### src/crv_consts.svh
`ifndef CRV_CONSTS_SVH
`define CRV_CONSTS_SVH

`define CRV_ADDR_W        7
`define CRV_DATA_W        16
`define CRV_ATTEN_W       6

`define CRV_IDX_RESET     7'h00
`define CRV_IDX_VOLUME    7'h02
`define CRV_IDX_MIC       7'h0e

`define CRV_CAP_VALUE     16'h02a0
`define CRV_CAP_ADC_BIT   9
`define CRV_CAP_DAC_BIT   7
`define CRV_CAP_BASS_BIT  5

`define CRV_VOL_RESET     16'h8000
`define CRV_VOL_MUTE_BIT  15
`define CRV_VOL_LEFT_LSB  8
`define CRV_VOL_RIGHT_LSB 0
`define CRV_VOL_MASK      16'hbf3f

`define CRV_MIC_RESET     16'h0000
`define CRV_MIC_BOOST_BIT 6
`define CRV_MIC_MASK      16'h0040

`endif

### src/crv_pkg.sv
package crv_pkg;
  typedef logic [6:0]  crv_addr_t;
  typedef logic [15:0] crv_data_t;
  typedef logic [5:0]  crv_atten_t;
endpackage : crv_pkg

### src/crv_ctrl_if.sv
`timescale 1ns/1ps
// Decoded write events from the bus front end to the register store
interface crv_ctrl_if;
  logic                soft_reset;
  logic                vol_we;
  logic                mic_we;
  crv_pkg::crv_data_t  wdata;
  modport front (output soft_reset, output vol_we, output mic_we, output wdata);
  modport store (input soft_reset, input vol_we, input mic_we, input wdata);
endinterface : crv_ctrl_if

### src/crv_bus_decode.sv
`timescale 1ns/1ps
`include "crv_consts.svh"

module crv_bus_decode
  import crv_pkg::*;
(
  input  wire logic           wr_in,
  input  wire crv_pkg::crv_addr_t addr_in,
  input  wire crv_pkg::crv_data_t wdata_in,
  crv_ctrl_if.front           ctrl
);
  import crv_pkg::*;

  function automatic logic hit(input crv_addr_t a, input crv_addr_t idx);
    hit = (a == idx);
  endfunction : hit

  always_comb
  begin
    ctrl.soft_reset = wr_in && hit(addr_in, `CRV_IDX_RESET);
    ctrl.vol_we     = wr_in && hit(addr_in, `CRV_IDX_VOLUME);
    ctrl.mic_we     = wr_in && hit(addr_in, `CRV_IDX_MIC);
    ctrl.wdata      = wdata_in;
  end
endmodule : crv_bus_decode

### src/crv_regs.sv
// The strobed register port was chosen for this implementation.
`timescale 1ns/1ps
`include "crv_consts.svh"

module crv_regs
  import crv_pkg::*;
(
  input  wire logic               sys_clk_in,
  input  wire logic               nrst_in,
  input  wire crv_pkg::crv_addr_t addr_in,
  input  wire crv_pkg::crv_data_t wdata_in,
  input  wire logic               wr_in,
  input  wire logic               rd_in,
  output logic [15:0]             rdata_out,
  output logic [5:0]              left_output_atten_out,
  output logic [5:0]              right_output_atten_out,
  output logic                    left_silent_out,
  output logic                    right_silent_out,
  output logic                    output_mute_out,
  output logic                    mic_boost_enable_out
);
  import crv_pkg::*;

  crv_ctrl_if ctrl ();

  crv_data_t output_volume;
  crv_data_t mic_gain_boost;
  crv_data_t rdata;
  crv_data_t next_output_volume;
  crv_data_t next_mic_gain_boost;
  crv_data_t next_rdata;

  // ==========================================
  // Write decode
  crv_bus_decode u_decode (
    .wr_in    (wr_in),
    .addr_in  (addr_in),
    .wdata_in (wdata_in),
    .ctrl     (ctrl)
  );

  function automatic crv_data_t read_mux(input crv_addr_t a, input crv_data_t vol,
                                         input crv_data_t mic);
    case (a)
      `CRV_IDX_RESET:  read_mux = `CRV_CAP_VALUE;
      `CRV_IDX_VOLUME: read_mux = vol & `CRV_VOL_MASK;
      `CRV_IDX_MIC:    read_mux = mic & `CRV_MIC_MASK;
      default:         read_mux = 16'h0000;
    endcase
  endfunction : read_mux

  // ==========================================
  // Register store
  always_comb
  begin
    next_output_volume  = output_volume;
    next_mic_gain_boost = mic_gain_boost;
    if (ctrl.soft_reset)
    begin
      next_output_volume  = `CRV_VOL_RESET;
      next_mic_gain_boost = `CRV_MIC_RESET;
    end
    else
    begin
      if (ctrl.vol_we)
        next_output_volume = ctrl.wdata & `CRV_VOL_MASK;
      if (ctrl.mic_we)
        next_mic_gain_boost = ctrl.wdata & `CRV_MIC_MASK;
    end
    next_rdata = rd_in ? read_mux(addr_in, output_volume, mic_gain_boost) : 16'h0000;
  end

  always_ff @(posedge sys_clk_in or negedge nrst_in)
  begin
    if (!nrst_in)
    begin
      output_volume  <= `CRV_VOL_RESET;
      mic_gain_boost <= `CRV_MIC_RESET;
      rdata          <= 16'h0000;
    end
    else
    begin
      output_volume  <= next_output_volume;
      mic_gain_boost <= next_mic_gain_boost;
      rdata          <= next_rdata;
    end
  end

  // ==========================================
  // Outputs
  always_comb
  begin
    rdata_out              = rdata;
    output_mute_out        = output_volume[`CRV_VOL_MUTE_BIT];
    left_output_atten_out  = output_volume[`CRV_VOL_LEFT_LSB +: 6];
    right_output_atten_out = output_volume[`CRV_VOL_RIGHT_LSB +: 6];
    left_silent_out        = output_volume[`CRV_VOL_MUTE_BIT];
    right_silent_out       = output_volume[`CRV_VOL_MUTE_BIT];
    mic_boost_enable_out   = mic_gain_boost[`CRV_MIC_BOOST_BIT];
  end

  // ==========================================
  // Checks
  // Only three indices decode, two of them to storage
  function automatic logic is_mapped(input crv_addr_t a);
    is_mapped = (a == `CRV_IDX_RESET) || (a == `CRV_IDX_VOLUME) || (a == `CRV_IDX_MIC);
  endfunction : is_mapped
endmodule : crv_regs

### config.mk
export PLATFORM = sky130hd
export DESIGN_NAME = crv_regs
export DESIGN_NICKNAME = d
export VERILOG_FILES = /design/src/crv_pkg.sv /design/src/crv_ctrl_if.sv /design/src/crv_bus_decode.sv /design/src/crv_regs.sv
export VERILOG_INCLUDE_DIRS = /design/src /design/src/src
export SDC_FILE = /design/constraint.sdc
export NUM_CORES = 1
export LEC_CHECK = 0
export ABC_AREA = 1
export CORE_MARGIN = 2
export CORE_UTILIZATION = 58
export CTS_CLUSTER_SIZE = 16
export DETAILED_ROUTE_END_ITERATION = 8
export DONT_BUFFER_PORTS = 1
export PLACE_DENSITY = 0.74
export SLEW_MARGIN = 20
export SYNTH_ARGS = -nofsm -noshare
export SYNTH_HDL_FRONTEND = slang
export SYNTH_SLANG_ARGS = --single-unit
### constraint.sdc
create_clock -name sys_clk_in -period 1 [get_ports sys_clk_in]
set_clock_uncertainty 0.05 [all_clocks]
set_input_delay 0.1 -clock sys_clk_in [delete_from_list [all_inputs] [get_ports sys_clk_in]]
set_output_delay 0.1 -clock sys_clk_in [all_outputs]
set_load 0.01 [all_outputs]
==> impl_metrics.ini <==
[power_and_ir_drop]
peakVddDrop_v = 0.00107
intPower_mw = 1.68
seqPwrFrac_pct = 58.1
leakage_nw = 0.890
clkPwrFrac_pct = 27.9
p_per_area_nw_per_um2 = 1320
comb_power_share_pct = 14.0
swShare_pct = 27.7
p_sw_mw = 0.644
power.total_mw = 2.32

[critical_path]
cp.required_ps = 850
cp-end-kind = output pin
worstPathMaxFanout = 3
critPathMaxStageDelay_ps = 550
crit_arrival_ps = 1000
crit_chain = buf_6
criticalPathCategory = register to output pin
r2r-start = output_volume[15]$_DFFE_PN1P_
slowest_stage = dfstp_2
crit_family = flip-flops
crit_start = output_volume[15]$_DFFE_PN1P_
worst-path-buf-inv = 1
start_kind = register
ff2ff_setup_slack_ps = 100

[cts]
cts.sinks = 29
htreeDepth = 2
path_clk_slew_ps = 80
cts_root_buf = clkbuf_4
numCtsBuffers = 5
clk_latency_ps = 310
cts_tree = done
cts_max_path_buffers = 2

[synth]
yosys.area_share.simple_pct = 35.6
synth_nets = 186
synth.area.mux_share_pct = 0
synth_top_cell_area_share_pct = 48.7
synth_top_family_by_area = simple AND/OR/NAND/NOR gates
synth_fa_ha_area_share_pct = 0
synthDistinctLibCells = 18
synth_top_area_cell = dfrtp_1
synth_compound_area_share_pct = 0.695
syn_area_um2 = 1440
yosysWarnings = 0
synth_cells = 159
synthTopCellsByArea = dfrtp_1 49%, nor2_4 10%, nand2_1 8.1%
synthXorXnorAreaFrac_pct = 0
synth-seq-cells = 29
syn_area_per_cell_um2 = 9.06
ys_seq_area_share_pct = 50.5

[drt]
drtIter0Drc = 24
ant_nets = 0
vias = 1069
dr.pass1.iters = 4
viasPerCell = 4.84
wire_per_inst_um = 12.7
finalWirelength_um = 2800
drc = 0

[die]
ios = 59
rows = 18
fp.dieH_um = 53.8
coreArea_um2 = 2410
die_x_um = 53.8
start_util_pct = 59.8
dieArea_um2 = 2900

[global_routing]
track_usage_pct = 23.6
grt-ovfl-total = 0
grt_pass1_wl_um = 4630
grt_pass1_vias = 1047
grt_max_degree = 30
antenna_found_initial = 0

[final_layout]
post-route-util_pct = 72.8
nets = 217
drive_above_1_share_pct = 22.5
n_antenna_cell = 0
final_area_um2 = 1760
multi_input_area_um2 = 527
fill_cells = 187
area_growth_pct = 21.9
register_area_um2 = 727

[timing]
worst_slack_ps = -146
hold_viol = 0
final_max_slew_viol_count = 0
min_period_ps = 1150
min_period_over_period_pct = 115
max_freq_mhz = 873
finalSetupViolCount = 4
grt_setup_unrepaired = yes

[place]
placed_cell_area_um2 = 1470
dpl_worst_slack_ps = -45.2
io_buffers = 0
gp_congestion = 0.759
dpl.hpwl_um = 1880

[flow_run]
drv_cap = 0

[min_path]
min-delay-start = wr_in
worstHoldPathType = input port to register

[run_status]
status = finished with violations
violations = negative setup slack
==> area by class of cell <==
| type | instances | share of cell area (%) |
|---|---|---|
| well taps | 30 | 2.14 |
| flip-flops and latches | 29 | 41.4 |
| inverters | 30 | 6.49 |
| repair buffers | 31 | 17.2 |
| clock buffers | 8 | 2.78 |
| multi-input cells | 93 | 30.0 |
==> power by group through the flow <==
stage	clock [mW]	combinational (mW)	sequential (mW)
2_1_floorplan	0	0.197	1.35
3_5_place_dp	0	0.214	1.37
6_report	0.647	0.325	1.35
5_1_grt	0.745	0.366	1.36
3_3_place_gp	0	0.204	1.37
4_1_cts	0.661	0.325	1.35
==> worst paths after layout <==
check                                           endpoint  cells past startpoint
min reg2reg                       rdata_out[6]$_DFF_PN0_                      2
min                         output_volume[9]$_DFFE_PN0P_                      3
max reg2reg                output_volume[15]$_DFFE_PN1P_                      3
max in group asynchronous  output_volume[15]$_DFFE_PN1P_                      2
min in group asynchronous         rdata_out[9]$_DFF_PN0_                      2
max                                      output_mute_out                      1
==> layer usage <==
metal	vias to the layer above	wire, µm	track usage [%]
met3	2	226	12.2
met4	0	12	10.3
met1	499	1090	26.7
met2	39	1470	37.0
met5	-	0	0
li1	529	-	-
==> repair_timing <==
action | CTS | global route
hold endpoints to repair | 47 | 2
buffers inserted | 1 | 0
endpoints found under the setup margin | 3 | 4
hold buffers | 22 | 1
gates resized for setup | 1 | 0
==> Yosys cell counts, drive strengths merged <==
| library cell | n |
|---|---|
| dfstp | 1 |
| dfrtp | 28 |
| nand2 | 36 |
| clkinv | 1 |
| nand3 | 23 |
| nor2 | 31 |
| inv | 29 |
| conb | 1 |
| buf | 7 |
| o21ai | 2 |
==> cells in the final DEF, fill, tap and decap left out, drive strengths merged <==
cell type,n
nand2,36
nor2,31
inv,29
dfrtp,28
nand3,23
dlygate4sd3,21
buf,10
clkbuf,8
o21ai,2
clkinv,1
conb,1
dfstp,1
==> sequential cells by signal, indices dropped and copies added (netlist names) <==
name            count
rdata_out          15
mic_gain_boost      1
output_volume      13
==> cell families after synthesis <==
logic type | count (synthesis)
buffers and inverters | 37
AO/OA/AOI/OAI | 2
other | 1
AND/OR/NAND/NOR | 90
flip-flops | 29
==> through the flow <==
step	setup TNS [ps]	instances	hold slack [ps]
after global placement	-27.6	190	-245
final	-464	221	28.2
after floorplan	0	159	-246
after CTS	-459	221	16.9
after global routing	-636	221	21.9
after detailed placement	-334	190	-245
No activity file was read; power rests on OpenSTA's default activity.
